--- config.mk ---
export PLATFORM = sky130hd
export DESIGN_NAME = awd_top
export DESIGN_NICKNAME = d
export VERILOG_FILES = /design/src/design/awd_pkg.sv /design/src/design/awd_top.sv /design/src/design/awd_sar_seq.sv
export SDC_FILE = /design/constraint.sdc
export NUM_CORES = 1
export LEC_CHECK = 0
export BUFFER_PORTS_ARGS = -buffer_cell sky130_fd_sc_hd__buf_4
export CELL_PAD_IN_SITES_DETAIL_PLACEMENT = 0
export CELL_PAD_IN_SITES_GLOBAL_PLACEMENT = 1
export CORE_MARGIN = 2
export CORE_UTILIZATION = 40
export DETAILED_ROUTE_END_ITERATION = 10
export PLACE_DENSITY = 0.65
export SLEW_MARGIN = 10
export SYNTH_ARGS = -nofsm -noshare
export SYNTH_HDL_FRONTEND = slang
export SYNTH_SLANG_ARGS = --single-unit
--- constraint.sdc ---
create_clock -name CLK_I -period 3 [get_ports CLK_I]
set_input_delay 0.15 -clock CLK_I [delete_from_list [all_inputs] [get_ports CLK_I]]
set_output_delay 0.15 -clock CLK_I [all_outputs]
set_load 0.01 [all_outputs]
--- src/design/awd_pkg.sv ---
// Purpose: Shared constants for the converter window detector block
// Assumes: Byte-wide special-function-register port, 10 MHz system clock
// Notes: Addresses and timing counts live here; bit positions and reset values mostly do, but some are literals in the other files
package awd_pkg;
  // ==========================================================================
  // Register addresses
  localparam logic [7:0] ADDR_AMUX_NEG = 8'hba;
  localparam logic [7:0] ADDR_CONFIG = 8'hbc;
  localparam logic [7:0] ADDR_RES_LOW = 8'hbd;
  localparam logic [7:0] ADDR_RES_HIGH = 8'hbe;
  localparam logic [7:0] ADDR_GT_HIGH = 8'hc3;
  localparam logic [7:0] ADDR_GT_LOW = 8'hc4;
  localparam logic [7:0] ADDR_LT_LOW = 8'hc5;
  localparam logic [7:0] ADDR_LT_HIGH = 8'hc6;
  localparam logic [7:0] ADDR_CONTROL = 8'he8;

  // ==========================================================================
  // Reset values
  localparam logic [7:0] RST_LIMIT_LT = 8'h00;
  localparam logic [7:0] RST_LIMIT_GT = 8'hff;
  localparam logic [7:0] RST_CONFIG = 8'hf8;
  localparam logic [7:0] RST_ZERO = 8'h00;

  // ==========================================================================
  // Field positions
  localparam int CN_EN_BIT = 7;
  localparam int CN_TM_BIT = 6;
  localparam int CN_INT_BIT = 5;
  localparam int CN_BUSY_BIT = 4;
  localparam int CN_WINT_BIT = 3;
  localparam int CF_JUSTIFY_BIT = 2;
  localparam int CF_DIV_LSB = 3;
  localparam int RES_PAD = 6;
  localparam logic [4:0] NEG_SEL_GROUND = 5'h1f;

  // ==========================================================================
  // Start-of-conversion source codes
  localparam logic [2:0] SOC_WRITE = 3'h0;
  localparam logic [2:0] SOC_TIMER0 = 3'h1;
  localparam logic [2:0] SOC_TIMER2 = 3'h2;
  localparam logic [2:0] SOC_TIMER1 = 3'h3;
  localparam logic [2:0] SOC_PIN = 3'h4;
  localparam logic [2:0] SOC_TIMER3 = 3'h5;

  // ==========================================================================
  // Timing
  localparam int CLK_PERIOD_NS = 100;
  localparam int TRACK_MIN_NS = 300;
  localparam int TRACK_CYC_RAW = (TRACK_MIN_NS + CLK_PERIOD_NS - 1) / CLK_PERIOD_NS;
  localparam int TRACK_CYC = (TRACK_CYC_RAW < 1) ? 1 : TRACK_CYC_RAW;
  localparam int CONV_SAR_TICKS = 10;
endpackage

--- src/design/awd_top.sv ---
// Purpose: Converter result registers with programmable window detector
// Assumes: Byte register port with read and write strobes on the system clock
// Notes: Sample code and start pin come from outside and are synchronised
`timescale 1ns/1ps
`default_nettype none
module awd_top
(
  input wire logic CLK_I,
  input wire logic RESET_N_I,
  input wire logic [7:0] SFR_ADDR_I,
  input wire logic SFR_WR_I,
  input wire logic SFR_RD_I,
  input wire logic [7:0] SFR_WDATA_I,
  input wire logic [3:0] TIMER_OVF_I,
  input wire logic CONV_START_PIN_I,
  input wire logic [9:0] SAMPLE_CODE_I,
  output logic [7:0] SFR_RDATA_O,
  output logic WINDOW_FLAG_O,
  output logic CONV_DONE_FLAG_O
);
  // ==========================================================================
  // Helpers
  // Place a 10-bit code in the 16-bit register pair
  function automatic logic [15:0] place_code(input logic [9:0] code, input logic left,
                                             input logic diff);
    logic [15:0] word;
    word = 16'h0000;
    if (left)
      word = {code, {awd_pkg::RES_PAD{1'b0}}};
    else if (diff)
      word = {{awd_pkg::RES_PAD{code[9]}}, code};
    else
      word = {{awd_pkg::RES_PAD{1'b0}}, code};
    return word;
  endfunction

  // Strict less-than, signed or unsigned
  function automatic logic less(input logic [15:0] a, input logic [15:0] b, input logic sgn);
    logic res;
    res = sgn ? ($signed(a) < $signed(b)) : (a < b);
    return res;
  endfunction

  // ==========================================================================
  // Pin synchronisers
  logic [9:0] sample_s1_r, sample_s2_r;
  logic pin_s1_r, pin_s2_r, pin_d_r;

  always_ff @(posedge CLK_I or negedge RESET_N_I)
  begin
    if (!RESET_N_I)
    begin
      sample_s1_r <= 10'h000;
      sample_s2_r <= 10'h000;
      pin_s1_r <= 1'b0;
      pin_s2_r <= 1'b0;
      pin_d_r <= 1'b0;
    end
    else
    begin
      sample_s1_r <= SAMPLE_CODE_I;
      sample_s2_r <= sample_s1_r;
      pin_s1_r <= CONV_START_PIN_I;
      pin_s2_r <= pin_s1_r;
      pin_d_r <= pin_s2_r;
    end
  end

  // ==========================================================================
  // Register state
  logic [7:0] lt_low_r, lt_low_nxt, lt_high_r, lt_high_nxt;
  logic [7:0] gt_low_r, gt_low_nxt, gt_high_r, gt_high_nxt;
  logic [7:0] res_low_r, res_low_nxt, res_high_r, res_high_nxt;
  logic [7:0] config_r, config_nxt;
  logic [4:0] neg_sel_r, neg_sel_nxt;
  logic enable_r, enable_nxt, track_mode_r, track_mode_nxt;
  logic done_flag_r, done_flag_nxt, win_flag_r, win_flag_nxt;
  logic [2:0] soc_r, soc_nxt;
  logic [7:0] rdata_r, rdata_nxt;

  logic seq_busy, seq_done, start_conv, trig, wr_cn, diff_mode, left_just, hit;
  logic [9:0] seq_code;
  logic [15:0] res_word, lt_word, gt_word;

  assign wr_cn = SFR_WR_I && (SFR_ADDR_I == awd_pkg::ADDR_CONTROL);
  assign diff_mode = (neg_sel_r != awd_pkg::NEG_SEL_GROUND);
  assign left_just = config_r[awd_pkg::CF_JUSTIFY_BIT];

  // Start source selection
  always_comb
  begin
    case (soc_r)
      awd_pkg::SOC_WRITE: trig = wr_cn && SFR_WDATA_I[awd_pkg::CN_BUSY_BIT];
      awd_pkg::SOC_TIMER0: trig = TIMER_OVF_I[0];
      awd_pkg::SOC_TIMER2: trig = TIMER_OVF_I[2];
      awd_pkg::SOC_TIMER1: trig = TIMER_OVF_I[1];
      awd_pkg::SOC_PIN: trig = pin_s2_r && !pin_d_r;
      awd_pkg::SOC_TIMER3: trig = TIMER_OVF_I[3];
      default: trig = 1'b0;
    endcase
  end
  assign start_conv = enable_r && trig && !seq_busy;

  // ==========================================================================
  // Conversion sequencer
  awd_sar_seq u_seq
  (
    .clk_i(CLK_I),
    .reset_n_i(RESET_N_I),
    .start_i(start_conv),
    .div_i(config_r[7:awd_pkg::CF_DIV_LSB]),
    .code_i(sample_s2_r),
    .busy_o(seq_busy),
    .done_o(seq_done),
    .code_o(seq_code)
  );

  // ==========================================================================
  // Window compare on the freshly formatted result
  assign res_word = place_code(seq_code, left_just, diff_mode);
  assign lt_word = {lt_high_r, lt_low_r};
  assign gt_word = {gt_high_r, gt_low_r};

  always_comb
  begin
    if (less(gt_word, lt_word, diff_mode))
      hit = less(gt_word, res_word, diff_mode) && less(res_word, lt_word, diff_mode);
    else
      hit = less(res_word, lt_word, diff_mode) || less(gt_word, res_word, diff_mode);
  end

  // Register writes, result load and sticky flags
  always_comb
  begin
    lt_low_nxt = lt_low_r;
    lt_high_nxt = lt_high_r;
    gt_low_nxt = gt_low_r;
    gt_high_nxt = gt_high_r;
    res_low_nxt = res_low_r;
    res_high_nxt = res_high_r;
    config_nxt = config_r;
    neg_sel_nxt = neg_sel_r;
    enable_nxt = enable_r;
    track_mode_nxt = track_mode_r;
    done_flag_nxt = done_flag_r;
    win_flag_nxt = win_flag_r;
    soc_nxt = soc_r;
    if (SFR_WR_I)
    begin
      case (SFR_ADDR_I)
        awd_pkg::ADDR_LT_LOW: lt_low_nxt = SFR_WDATA_I;
        awd_pkg::ADDR_LT_HIGH: lt_high_nxt = SFR_WDATA_I;
        awd_pkg::ADDR_GT_LOW: gt_low_nxt = SFR_WDATA_I;
        awd_pkg::ADDR_GT_HIGH: gt_high_nxt = SFR_WDATA_I;
        awd_pkg::ADDR_RES_LOW: res_low_nxt = SFR_WDATA_I;
        awd_pkg::ADDR_RES_HIGH: res_high_nxt = SFR_WDATA_I;
        awd_pkg::ADDR_CONFIG: config_nxt = {SFR_WDATA_I[7:2], 2'b00};
        awd_pkg::ADDR_AMUX_NEG: neg_sel_nxt = SFR_WDATA_I[4:0];
        awd_pkg::ADDR_CONTROL:
        begin
          enable_nxt = SFR_WDATA_I[awd_pkg::CN_EN_BIT];
          track_mode_nxt = SFR_WDATA_I[awd_pkg::CN_TM_BIT];
          done_flag_nxt = SFR_WDATA_I[awd_pkg::CN_INT_BIT];
          win_flag_nxt = SFR_WDATA_I[awd_pkg::CN_WINT_BIT];
          soc_nxt = SFR_WDATA_I[2:0];
        end
        default:
        begin
          soc_nxt = soc_r;
        end
      endcase
    end
    // Completion loads result and beats a same-cycle software clear
    if (seq_done)
    begin
      {res_high_nxt, res_low_nxt} = res_word;
      done_flag_nxt = 1'b1;
      if (hit)
        win_flag_nxt = 1'b1;
    end
  end

  // Read data mux, registered on the read strobe
  always_comb
  begin
    rdata_nxt = rdata_r;
    if (SFR_RD_I)
    begin
      case (SFR_ADDR_I)
        awd_pkg::ADDR_LT_LOW: rdata_nxt = lt_low_r;
        awd_pkg::ADDR_LT_HIGH: rdata_nxt = lt_high_r;
        awd_pkg::ADDR_GT_LOW: rdata_nxt = gt_low_r;
        awd_pkg::ADDR_GT_HIGH: rdata_nxt = gt_high_r;
        awd_pkg::ADDR_RES_LOW: rdata_nxt = res_low_r;
        awd_pkg::ADDR_RES_HIGH: rdata_nxt = res_high_r;
        awd_pkg::ADDR_CONFIG: rdata_nxt = config_r;
        awd_pkg::ADDR_AMUX_NEG: rdata_nxt = {3'h0, neg_sel_r};
        awd_pkg::ADDR_CONTROL: rdata_nxt = {enable_r, track_mode_r, done_flag_r, seq_busy,
                                           win_flag_r, soc_r};
        default: rdata_nxt = awd_pkg::RST_ZERO;
      endcase
    end
  end

  // Register bank
  always_ff @(posedge CLK_I or negedge RESET_N_I)
  begin
    if (!RESET_N_I)
    begin
      lt_low_r <= awd_pkg::RST_LIMIT_LT;
      lt_high_r <= awd_pkg::RST_LIMIT_LT;
      gt_low_r <= awd_pkg::RST_LIMIT_GT;
      gt_high_r <= awd_pkg::RST_LIMIT_GT;
      res_low_r <= awd_pkg::RST_ZERO;
      res_high_r <= awd_pkg::RST_ZERO;
      config_r <= awd_pkg::RST_CONFIG;
      neg_sel_r <= 5'h00;
      enable_r <= 1'b0;
      track_mode_r <= 1'b0;
      done_flag_r <= 1'b0;
      win_flag_r <= 1'b0;
      soc_r <= awd_pkg::SOC_WRITE;
      rdata_r <= awd_pkg::RST_ZERO;
    end
    else
    begin
      lt_low_r <= lt_low_nxt;
      lt_high_r <= lt_high_nxt;
      gt_low_r <= gt_low_nxt;
      gt_high_r <= gt_high_nxt;
      res_low_r <= res_low_nxt;
      res_high_r <= res_high_nxt;
      config_r <= config_nxt;
      neg_sel_r <= neg_sel_nxt;
      enable_r <= enable_nxt;
      track_mode_r <= track_mode_nxt;
      done_flag_r <= done_flag_nxt;
      win_flag_r <= win_flag_nxt;
      soc_r <= soc_nxt;
      rdata_r <= rdata_nxt;
    end
  end

  assign SFR_RDATA_O = rdata_r;
  assign WINDOW_FLAG_O = win_flag_r;
  assign CONV_DONE_FLAG_O = done_flag_r;
endmodule
`default_nettype wire

--- src/design/awd_sar_seq.sv ---
// Purpose: Conversion sequencer with SAR clock enable divider
// Assumes: Sample code already synchronised to the system clock
// Notes: Result is delivered after tracking plus the set number of SAR ticks
`timescale 1ns/1ps
`default_nettype none
module awd_sar_seq
#(
  parameter int CONV_TICKS = awd_pkg::CONV_SAR_TICKS,
  parameter int TRACK_CYCLES = awd_pkg::TRACK_CYC
)
(
  input wire logic clk_i,
  input wire logic reset_n_i,
  input wire logic start_i,
  input wire logic [4:0] div_i,
  input wire logic [9:0] code_i,
  output logic busy_o,
  output logic done_o,
  output logic [9:0] code_o
);
  if (CONV_TICKS < awd_pkg::CONV_SAR_TICKS || CONV_TICKS > 15 || TRACK_CYCLES < 1
      || TRACK_CYCLES > 15)
  begin : g_bad_param
    $error("awd_sar_seq: unsupported tick or track count");
  end

  typedef enum logic [1:0] {
    SEQ_IDLE = 2'b00,
    SEQ_TRACK = 2'b01,
    SEQ_CONV = 2'b10
  } awd_seq_e;

  localparam logic [3:0] TICKS_LAST = 4'(CONV_TICKS - 1);
  localparam logic [3:0] TRACK_LAST = 4'(TRACK_CYCLES - 1);

  awd_seq_e state_r, state_nxt;
  logic [4:0] div_cnt_r, div_cnt_nxt;
  logic [3:0] cnt_r, cnt_nxt;
  logic [9:0] code_r, code_nxt;
  logic done_r, done_nxt;
  logic sar_tick;

  // ==========================================================================
  // SAR clock enable: one pulse every div_i+1 system clocks
  assign sar_tick = (div_cnt_r == div_i);

  // Next-state logic for tracking and conversion
  always_comb
  begin
    state_nxt = state_r;
    div_cnt_nxt = sar_tick ? 5'h00 : 5'(div_cnt_r + 5'h01);
    cnt_nxt = cnt_r;
    code_nxt = code_r;
    done_nxt = 1'b0;
    case (state_r)
      SEQ_IDLE:
      begin
        div_cnt_nxt = 5'h00;
        if (start_i)
        begin
          state_nxt = SEQ_TRACK;
          cnt_nxt = 4'h0;
        end
      end
      SEQ_TRACK:
      begin
        div_cnt_nxt = 5'h00;
        cnt_nxt = 4'(cnt_r + 4'h1);
        if (cnt_r == TRACK_LAST)
        begin
          state_nxt = SEQ_CONV;
          cnt_nxt = 4'h0;
          code_nxt = code_i; // Hold taken at end of tracking
        end
      end
      SEQ_CONV:
      begin
        if (sar_tick)
        begin
          cnt_nxt = 4'(cnt_r + 4'h1);
          if (cnt_r == TICKS_LAST)
          begin
            state_nxt = SEQ_IDLE;
            done_nxt = 1'b1;
          end
        end
      end
      default:
      begin
        state_nxt = SEQ_IDLE;
      end
    endcase
  end

  // Sequencer registers
  always_ff @(posedge clk_i or negedge reset_n_i)
  begin
    if (!reset_n_i)
    begin
      state_r <= SEQ_IDLE;
      div_cnt_r <= 5'h00;
      cnt_r <= 4'h0;
      code_r <= 10'h000;
      done_r <= 1'b0;
    end
    else
    begin
      state_r <= state_nxt;
      div_cnt_r <= div_cnt_nxt;
      cnt_r <= cnt_nxt;
      code_r <= code_nxt;
      done_r <= done_nxt;
    end
  end

  assign busy_o = (state_r != SEQ_IDLE);
  assign done_o = done_r;
  assign code_o = code_r;
endmodule
`default_nettype wire

==> out/results.md, run 1 <==
* core footprint: 16400 µm²
* die boundary width: 133 µm
* first-pass iteration count of the detailed router: 4
* clock insertion delay at the later pin of the skew report: 0.42 ns
* DRC violation count after routing: 0
* sinks on the clock net: 119
* clock root buffer: sky130_fd_sc_hd__clkbuf_16
* total wire length: 18.8 mm
* Cell Area, Synth: 6630 µm²
* number of global-route vias before repair: 5121
* die boundary height: 133 µm
* grt total ovfl: 0
* sequential group share of total power: 36.5%
* last weighted congestion value of the routability-driven placer: 0.867
* clock skew: 0.00927 ns
* count of flip-flops with a built-in enable after synthesis: 0
* count of pins on the block boundary: 45
* Max Clk Rate: 0.358 GHz
* clock network power share: 41.2%
* fin. max-slew vios: 0
* GRT Overall Usage: 22.5%
* Int Power: 3.55 mW
* total setup violations reported at the end of the flow: 0
* Worst-path clk slew: 0.06 ns
* switching part of the total power: 30.3%
* average routed wire per standard cell: 20.6 µm
* fin crit share: 93.2%
* WP data required: 3.29 ns
* combinational share of power: 22.2%
* number of buffers added for setup after CTS: 0
* Avg Cell Area, Syn: 10.8 µm²
* Pwr per Cell Area: 636 nW/µm²
* fraction of the yosys area taken by sequential cells: 45.3%
* vias: 5059
* DRT iter0 DRCs: 370
* Post-Route Hold Slack: 0.0520 ns
* Period minus WS final: 2.79 ns
* placed instance count: 869
* predominant post-synthesis flop cell: sky130_fd_sc_hd__dfrtp_1
* result of the run: finished, final reports clean
* half-perimeter wire length after detailed placement: 14.0 mm
* number of buffers added by the clock tree synthesis step: 17
* remaining antenna violation count after routing: 0
* area growth from synthesis to final layout: 20.7%
* final instance area: 8010 µm²
* startpoint class of the critical path: flip-flop
* antenna violations before repair: 0
* actual slew at the worst max-slew pin: 0.860 ns
* Starting Density: 40.4%
* detail-routed via count per cell: 5.54
* synthesized flop and latch total: 119
* ys async rst share: 100%
* syn_nets: 701
* max capacitance violation total: 0
* type of the worst setup path: flip-flop to flip-flop
* gate count after technology mapping: 613
* Die Area: 17600 µm²
* H-tree depth reported by CTS: 4
* maximum fanout along the worst path: 5
* share of cells above drive strength 1: 27.4%
* number of input and output port buffers inserted: 44
* wire length of the first global-routing pass: 29.7 mm
* Yosys cell types: 62
* Final Non-Filler Cells: 913
* Slew HR: 42.0%
* Yosys Warn Count: 0
* maximum clock path buffer count: 2
* Arrival @ worst endpoint: 3.08 ns
* setup repair after global routing missed its margin: false
* worst-case vdd ir drop: 0.000379 V
* # rows: 47
* pin count of the biggest net entering global routing: 71
* clock tree from TritonCTS: built
* Crit. End Element: flip-flop
* final hold viol count: 0
* standard cell area after detailed placement: 7260 µm²
* Post-layout nets: 769
* total net switching power: 1.54 mW
* class of the worst hold path: input port to flip-flop
* final setup TNS: 0 ns
* leakage power: 3.68 nW
* antenna diode count: 0
[cell usage after synthesis (14+ instances only)]
| master | n | area share (%) |
|---|---|---|
| sky130_fd_sc_hd__nor2_1 | 26 | 1.5 |
| sky130_fd_sc_hd__mux2i_1 | 21 | 3.2 |
| sky130_fd_sc_hd__nand3_1 | 19 | 1.4 |
| sky130_fd_sc_hd__ha_1 | 53 | 10 |
| sky130_fd_sc_hd__inv_1 | 52 | 2.9 |
| sky130_fd_sc_hd__clkbuf_1 | 14 | 0.79 |
| sky130_fd_sc_hd__a21oi_1 | 29 | 2.2 |
| sky130_fd_sc_hd__mux2_2 | 62 | 11 |
| sky130_fd_sc_hd__dfstp_2 | 21 | 8.3 |
| sky130_fd_sc_hd__dfrtp_1 | 98 | 37 |
| sky130_fd_sc_hd__o21ai_0 | 34 | 2.6 |
| sky130_fd_sc_hd__nand2_1 | 38 | 2.2 |
[power groups by stage]
stage	combinational, mW	sequential, mW	clock, mW
final	1.13	1.86	2.10
after detailed placement	1.09	1.89	0
after CTS	1.11	1.86	2.14
after global placement	1.06	1.88	0
after global routing	1.27	1.88	2.22
after floorplan	0.776	1.83	0
[repair_timing]
action / in CTS / in global routing
hold buffers: 13 / 0
endpoints found under the setup margin: 0 / 1
gates resized for setup: 0 / 6
hold endpoints to repair: 55 / 0
[cell usage in the layout (no fill, tap or decap), drive strengths merged, types with 4 or more instances in the layout]
cell type,instances
clkinvlp,5
ha,53
dlygate4sd3,13
clkinv,4
clkbuf,17
mux2i,21
nand3,23
nor3,7
a211oi,9
a21o,5
o22ai,9
o211ai,4
dfstp,21
dfrtp,98
nand2,38
o21ai,34
a21oi,29
nand2b,9
buf,57
mux2,62
xor2,6
nor2b,5
inv,54
a22oi,13
and4,4
nor2,26
and2,4
a2111oi,7
[state kept, by name, summed over array words and instances (netlist names)]
| signal | count |
|---|---|
| WINDOW_FLAG_O | 1 |
| neg_sel_r | 5 |
| res_low_r | 8 |
| enable_r | 1 |
| SFR_RDATA_O | 8 |
| u_seq.done_o | 1 |
| u_seq.cnt_r | 4 |
| soc_r | 3 |
| CONV_DONE_FLAG_O | 1 |
| sample_s1_r | 10 |
| pin_s2_r | 1 |
| pin_s1_r | 1 |
| config_r | 6 |
| u_seq.code_o | 10 |
| sample_s2_r | 10 |
| u_seq.state_r | 2 |
| u_seq.div_cnt_r | 5 |
| pin_d_r | 1 |
| lt_high_r | 8 |
| res_high_r | 8 |
| gt_high_r | 8 |
| lt_low_r | 8 |
| track_mode_r | 1 |
| gt_low_r | 8 |
[critical path: stages, from the launching register on]
cell	delay, ns
sky130_fd_sc_hd__dfrtp_1	0.37
sky130_fd_sc_hd__and4_2	0.30
sky130_fd_sc_hd__nand2_1	0.09
sky130_fd_sc_hd__and3b_1	0.26
sky130_fd_sc_hd__a21oi_1	0.29
sky130_fd_sc_hd__inv_1	0.09
sky130_fd_sc_hd__ha_1	0.32
sky130_fd_sc_hd__and4_1	0.25
sky130_fd_sc_hd__nand3_1	0.08
sky130_fd_sc_hd__a211oi_1	0.26
sky130_fd_sc_hd__a211oi_2	0.07
sky130_fd_sc_hd__nor3_1	0.15
sky130_fd_sc_hd__o211ai_1	0.12
[cell families (layout without fill, tap and decap cells)]
group	after synthesis	after routing	synth area share, %
buffers and inverters	73	153	4.34
adders and majority gates	53	53	10.0
AOI/OAI and AO/OA	136	136	14.0
xor gates and xnor gates	9	9	1.19
DFF	119	119	45.3
and+or+nand+nor	140	140	11.5
muxes	83	83	13.7
[cell type report]
| cell class | instances | area, µm² |
|---|---|---|
| sequential | 119 | 3000 |
| tap | 220 | 275 |
| multi-input combinational | 421 | 3360 |
| timing repair buffer | 70 | 571 |
| clock inverter | 14 | 176 |
| inverter | 52 | 195 |
| clock buffer | 17 | 425 |
| fill | 1542 | 8400 |
[worst paths after layout]
kind,start,endpoint,slack [ns],cells after the start
setup / recovery,neg_sel_r[1],WINDOW_FLAG_O,0.21,12
hold / removal,SFR_WDATA_I[7],enable_r,0.05,2
setup reg to reg,neg_sel_r[1],WINDOW_FLAG_O,0.21,12
hold reg to reg,sample_s1_r[9],sample_s2_r[9],0.35,0
max in group asynchronous,RESET_N_I,gt_high_r[0],1.86,3
min in group asynchronous,RESET_N_I,lt_low_r[6],0.29,2
[through the flow]
| stage | power, mW | worst slack, ns | util, % |
|---|---|---|---|
| after detailed placement | 2.98 | 0.116 | 44.2 |
| after global placement | 2.94 | 0.164 | 44.2 |
| after global routing | 5.37 | 0.00405 | 48.8 |
| after floorplan | 2.61 | 0.389 | - |
| after CTS | 5.11 | 0.0915 | 48.7 |
| final | 5.10 | 0.205 | 48.8 |
[metal layers]
| metal | share of wire (%) | GRT usage, % | vias to the layer above | wire, µm |
|---|---|---|---|---|
| met5 | 0 | 0 | - | 0 |
| li1 | - | - | 2368 | - |
| met4 | 3.1 | 9.86 | 0 | 588 |
| met3 | 4.8 | 4.98 | 35 | 906 |
| met1 | 46 | 30.6 | 2498 | 8700 |
| met2 | 46 | 34.5 | 158 | 8570 |
Power figures use the tool's default switching activity.
==> run 2, diff against run 1 <==
GPL_ROUTABILITY_DRIVEN = 0   (was default)
clock period = 3.5 ns   (was 3 ns; I/O delays follow)
==> out/results.md, run 2 (same netlist as run 1, synthesis figures left out) <==
* number of buffers added for setup after CTS: 0, unchanged
* commonest non-fill, non-tap cell in the layout: sky130_fd_sc_hd__dfrtp_1
* core footprint: 16400 µm², unchanged
* Period minus WS final: 3.15 ns, +0.352 ns
* pin count of the biggest net entering global routing: 80, +13%
* wire length of the first global-routing pass: 29.0 mm, -2.3%
* setup slack of the critical path after layout: 0.353 ns, +0.148 ns
* number of buffers added by the clock tree synthesis step: 17, unchanged
* Hold Path Depth: 2, unchanged
* die boundary height: 133 µm, unchanged
* final instance area: 7980 µm², -0.41%
* Crit Reg-Reg Startpoint: neg_sel_r[0]
* sinks on the clock net: 119, unchanged
* actual slew at the worst max-slew pin: 0.849 ns, -0.0110 ns
* final standard cell utilization of the core: 48.6%, -0.20 points
* fin. max-slew vios: 0, unchanged
* clock insertion delay at the later pin of the skew report: 0.42 ns, about the same
* count of pins on the block boundary: 45, unchanged
* Max Clk Rate: 0.318 GHz, -11%
* result of the run: finished, final reports clean
* total setup violations reported at the end of the flow: 0, unchanged
* Slew HR: 42.8%, +0.74 points
* placed instance count: 864, -0.58%
* setup repair after global routing missed its margin: false
* Starting Density: 40.4%, unchanged
* Crit. End Element: flip-flop
* number of global-route vias before repair: 5110, -0.21%
* Endpoint, Worst Hold: SFR_RDATA_O[7]
* # rows: 47, unchanged
* longest individual stage delay on the worst path: 0.39 ns, +0.02 ns
* depth of the worst register-to-register path: 12, unchanged
* reg-to-reg endpoint: WINDOW_FLAG_O
* Post-Route Hold Slack: 0.0412 ns, -0.0108 ns
* first-pass iteration count of the detailed router: 5, +1
* average routed wire per standard cell: 19.9 µm, -3.1%
* detail-routed via count per cell: 5.47, -1.2%
* max capacitance violation total: 0, unchanged
* clock tree from TritonCTS: built
* maximum clock path buffer count: 2, unchanged
* share of cells above drive strength 1: 26.3%, -1.1 points
* class of the worst hold path: input port to flip-flop
* worst-case register-to-register setup slack: 0.35 ns, +0.15 ns
* chain of cells forming the critical path: and4_1 > nand2_1 > and3b_1 > a21oi_1 > inv_1 > ha_1 > a21o_1 > a2111oi_0 > nor3b_1 > a211oi_1 > nor3_1 > o211ai_1
* Arrival @ worst endpoint: 3.47 ns, +0.39 ns
* GRT Overall Usage: 21.8%, -0.66 points
* worst setup slack after placement: 0.392 ns, +0.276 ns
* startpoint class of the critical path: flip-flop
* number of input and output port buffers inserted: 44, unchanged
* DRC violation count after routing: 0, unchanged
* final setup TNS: 0 ns, unchanged
* final hold viol count: 0, unchanged
* total power consumption of the routed design: 4.41 mW, -14%
* standard cell area after detailed placement: 7220 µm², -0.52%
* worst-case vdd ir drop: 0.000365 V, -3.9%
* commonest cells after routing, fill and taps aside: sky130_fd_sc_hd__dfrtp_1, sky130_fd_sc_hd__mux2_2, sky130_fd_sc_hd__ha_1
* remaining antenna violation count after routing: 0, unchanged
* min-delay src: SFR_RD_I
* Pwr per Cell Area: 553 nW/µm², -13%
* clock root buffer: sky130_fd_sc_hd__clkbuf_16
* leakage power: 3.68 nW, about the same
* maximum fanout along the worst path: 5, unchanged
* Worst-path clk slew: 0.06 ns, about the same
* H-tree depth reported by CTS: 4, unchanged
* area growth from synthesis to final layout: 20.2%
* vias: 4971, -1.7%
* Final Non-Filler Cells: 908, -0.55%
* fin crit share: 89.9%, -3.2 points
* clock skew: 0.00863 ns, -0.000645 ns
* WP data required: 3.82 ns, +0.53 ns
* total wire length: 18.1 mm, -3.6%
* half-perimeter wire length after detailed placement: 13.7 mm, -2.0%
* antenna violations before repair: 0, unchanged
* Die Area: 17600 µm², unchanged
* Post-layout nets: 763, -0.78%
* type of the worst setup path: flip-flop to flip-flop
* DRT iter0 DRCs: 285, -23%
* antenna diode count: 0, unchanged
* die boundary width: 133 µm, unchanged
* grt total ovfl: 0, unchanged
* master of the slowest instance on the critical path: sky130_fd_sc_hd__a2111oi_0
[run 2: cell count changes in the layout (fill, tap and decap cells not counted), sizes merged]
cell         change
buf              -5
clkinvlp         -3
bufinv           +1
clkbuf           +1
clkinv           +1
dlygate4sd3      -1
inv              +1
[run 2: layout make-up]
| type | instances | area, µm² |
|---|---|---|
| Sequential cell | 119 | 3000 |
| Fill cell | 1527 | 8430 |
| Multi-Input combinational cell | 421 | 3340 |
| Clock inverter | 14 | 198 |
| Inverter | 52 | 195 |
| Tap cell | 220 | 275 |
| Clock buffer | 18 | 439 |
| Timing Repair Buffer | 64 | 523 |
[run 2: what timing repair did]
action                    in CTS  in global routing
hold buffers                  12                  0
resized for setup              0                  0
hold endpoints to repair      39                  0
[run 2: per-layer routing]
layer	vias to the layer above	global-route usage [%]	share of wire, %
li1	2365	-	-
met1	2423	30.1	47
met3	38	4.56	4.6
met5	-	0	0
met2	145	33.1	45
met4	0	9.86	3.4
[run 2: worst max path at each step]
stage,from,endpoint,cells after the start
2_1_floorplan,neg_sel_r[0],WINDOW_FLAG_O,12
3_3_place_gp,neg_sel_r[0],WINDOW_FLAG_O,12
3_5_place_dp,neg_sel_r[0],WINDOW_FLAG_O,12
4_1_cts,neg_sel_r[0],WINDOW_FLAG_O,12
5_1_grt,neg_sel_r[0],WINDOW_FLAG_O,12
6_report,neg_sel_r[0],WINDOW_FLAG_O,12
[run 2: report_power, final]
| group | internal, mW | total (mW) | switching (mW) |
|---|---|---|---|
| Combinational | 0.420 | 0.941 | 0.521 |
| Sequential | 1.49 | 1.59 | 0.101 |
| Clock | 1.22 | 1.88 | 0.660 |
[run 2: worst max-delay path: cells and delay by family (launching register included)]
kind	cells	cell delay (ns)
DFF	1	0.38
and+or+nand+nor	5	0.98
buffers and inverters	1	0.08
adders and majority gates	1	0.29
AOI/OAI and AO/OA	5	1.32
==> run 3, diff against run 2 <==
ABC_CLOCK_PERIOD_IN_PS = 3500   (was default)
CELL_PAD_IN_SITES_DETAIL_PLACEMENT = 1   (was 0)
CELL_PAD_IN_SITES_GLOBAL_PLACEMENT = 2   (was 1)
MAX_ROUTING_LAYER = met4   (was default)
PLACE_DENSITY = 0.76   (was 0.65)
==> out/results.md, run 3 (same netlist as run 1, synthesis figures left out) <==
* clock skew: 0.00660 ns, -0.00203 ns
* GRT Overall Usage: 25.3%, +3.5 points
* max capacitance violation total: 0, unchanged
* DRT iter0 DRCs: 319, +12%
* H-tree depth reported by CTS: 4, unchanged
* Post-layout nets: 762, -0.13%
* Crit. End Element: flip-flop
* total setup violations reported at the end of the flow: 0, unchanged
* Worst-path clk slew: 0.06 ns, about the same
* grt total ovfl: 0, unchanged
* final hold viol count: 0, unchanged
* average routed wire per standard cell: 22.4 µm, +13%
* DRC violation count after routing: 0, unchanged
* total wire length: 20.3 mm, +12%
* clock network power share: 42.9%, +0.3 points
* first-pass iteration count of the detailed router: 5, unchanged
* sequential group share of total power: 35.7%, -0.4 points
* Max Clk Rate: 0.304 GHz, -4.2%
* final instance area: 7970 µm², about the same
* WL met2: 9.78 mm, +21%
* area growth from synthesis to final layout: 20.1%, about the same
* result of the run: finished, final reports clean
* commonest non-fill, non-tap cell in the layout: sky130_fd_sc_hd__dfrtp_1
* die boundary width: 133 µm, unchanged
* count of pins on the block boundary: 45, unchanged
* Arrival @ worst endpoint: 3.62 ns, +0.15 ns
* switching part of the total power: 29.6%, +0.49 points
* remaining antenna violation count after routing: 0, unchanged
* Pwr per Cell Area: 561 nW/µm², +1.5%
* post-cts gate resize count: 0, unchanged
* share of cells above drive strength 1: 26.3%, +0.038 points
* met3 routed wirelength: 1.07 mm, +29%
* clock root buffer: sky130_fd_sc_hd__clkbuf_16
* Int Power: 3.15 mW, +0.69%
* type of the worst setup path: flip-flop to flip-flop
* actual slew at the worst max-slew pin: 0.864 ns, +0.0151 ns
* antenna violations before repair: 0, unchanged
* clock tree from TritonCTS: built
* sinks on the clock net: 119, unchanged
* clock insertion delay at the later pin of the skew report: 0.42 ns, about the same
* Slew HR: 42.3%, -0.50 points
* standard cell area after detailed placement: 7200 µm², -0.28%
* die boundary height: 133 µm, unchanged
* final setup TNS: 0 ns, unchanged
* top sig layer: met4
* WP data required: 3.84 ns, +0.02 ns
* class of the worst hold path: input port to flip-flop
* worst setup slack after placement: 0.276 ns, -0.115 ns
* Post-Route Hold Slack: 0.0332 ns, -0.00803 ns
* number of global-route vias before repair: 5549, +8.6%
* pin count of the biggest net entering global routing: 60, -25%
* number of buffers added by the clock tree synthesis step: 17, unchanged
* worst-case vdd ir drop: 0.000409 V, +12%
* total net switching power: 1.32 mW, +3.1%
* # rows: 47, unchanged
* total power consumption of the routed design: 4.47 mW, +1.4%
* Period minus WS final: 3.29 ns, +0.139 ns
* core footprint: 16400 µm², unchanged
* leakage power: 3.67 nW, -0.36%
* setup slack of the critical path after layout: 0.214 ns, -0.139 ns
* fin crit share: 93.9%, +4.0 points
* setup repair after global routing missed its margin: false
* vias: 5222, +5.0%
* number of buffers added for setup after CTS: 0, unchanged
* hold_buf cts: 12, unchanged
* Die Area: 17600 µm², unchanged
* wire length of the first global-routing pass: 32.5 mm, +12%
* routed metal-1 wirelength: 8.98 mm, +4.8%
* commonest cells after routing, fill and taps aside: sky130_fd_sc_hd__dfrtp_1, sky130_fd_sc_hd__mux2_2, sky130_fd_sc_hd__ha_1
* maximum clock path buffer count: 2, unchanged
* detail-routed via count per cell: 5.76, +5.2%
* combinational share of power: 21.4%, about the same
* number of input and output port buffers inserted: 44, unchanged
* half-perimeter wire length after detailed placement: 15.3 mm, +12%
* Starting Density: 40.4%, unchanged
* maximum fanout along the worst path: 5, unchanged
* fin. max-slew vios: 0, unchanged
* startpoint class of the critical path: flip-flop
* antenna diode count: 0, unchanged
==> run 3: cell count changes in the layout (fill, tap and decap cells not counted) <==
cell,previous run,this run
sky130_fd_sc_hd__buf_12,1,0
sky130_fd_sc_hd__inv_6,3,2
sky130_fd_sc_hd__clkinv_2,2,0
sky130_fd_sc_hd__clkinvlp_4,2,3
sky130_fd_sc_hd__clkbuf_8,1,2
sky130_fd_sc_hd__dfrtp_2,0,1
sky130_fd_sc_hd__clkinv_4,3,4
sky130_fd_sc_hd__dfrtp_1,98,97
==> run 3: per-stage QoR <==
stage | std cells | utilization, %
floorplan | 613 | -
global placement | 863 | 43.9
detailed placement | 863 | 43.9
CTS | 907 | 48.6
global route | 907 | 48.6
finish | 907 | 48.6
==> run 3: per-layer routing <==
| layer | vias up | GRT usage, % |
|---|---|---|
| met3 | 35 | 5.44 |
| met1 | 2663 | 32.4 |
| met5 | - | - |
| li1 | 2353 | - |
| met4 | 0 | 9.92 |
| met2 | 171 | 39.4 |
==> run 3: power by group through the flow <==
stage	Clock, mW	Combinational, mW	Sequential [mW]
after floorplan	0	0.665	1.57
after global placement	0	0.905	1.61
after detailed placement	0	0.948	1.62
after CTS	1.95	0.972	1.60
after global routing	2.03	1.08	1.61
final	1.92	0.957	1.60
==> run 3: worst max-delay path, cell delays in order, from the launching register on <==
cell                        delay (ns)
sky130_fd_sc_hd__dfrtp_1          0.37
sky130_fd_sc_hd__and4_1           0.29
sky130_fd_sc_hd__nand2_1          0.19
sky130_fd_sc_hd__and3b_1          0.28
sky130_fd_sc_hd__a21oi_1          0.27
sky130_fd_sc_hd__inv_1            0.08
sky130_fd_sc_hd__ha_1             0.30
sky130_fd_sc_hd__a21o_1           0.18
sky130_fd_sc_hd__a2111oi_0        0.54
sky130_fd_sc_hd__nor3b_1          0.11
sky130_fd_sc_hd__a211oi_1         0.30
sky130_fd_sc_hd__o211ai_1         0.14
sky130_fd_sc_hd__o211ai_1         0.14
==> run 3: layout make-up <==
cell class | instances | area, µm²
tap | 220 | 275
timing repair buffer | 63 | 503
sequential | 119 | 3010
fill | 1742 | 8440
clock inverter | 13 | 195
multi-input combinational | 421 | 3340
inverter | 52 | 195
clock buffer | 19 | 453
==> run 3: path summary, 6_finish.rpt <==
check / endpoint / cells past startpoint / startpoint / slack, ns
setup / recovery: WINDOW_FLAG_O / 12 / neg_sel_r[0] / 0.21
hold reg to reg: sample_s2_r[9] / 0 / sample_s1_r[9] / 0.35
max in group asynchronous: gt_high_r[4] / 3 / RESET_N_I / 2.24
hold / removal: SFR_RDATA_O[2] / 2 / SFR_RD_I / 0.03
min in group asynchronous: res_low_r[2] / 2 / RESET_N_I / 0.38
setup reg to reg: WINDOW_FLAG_O / 12 / neg_sel_r[0] / 0.21
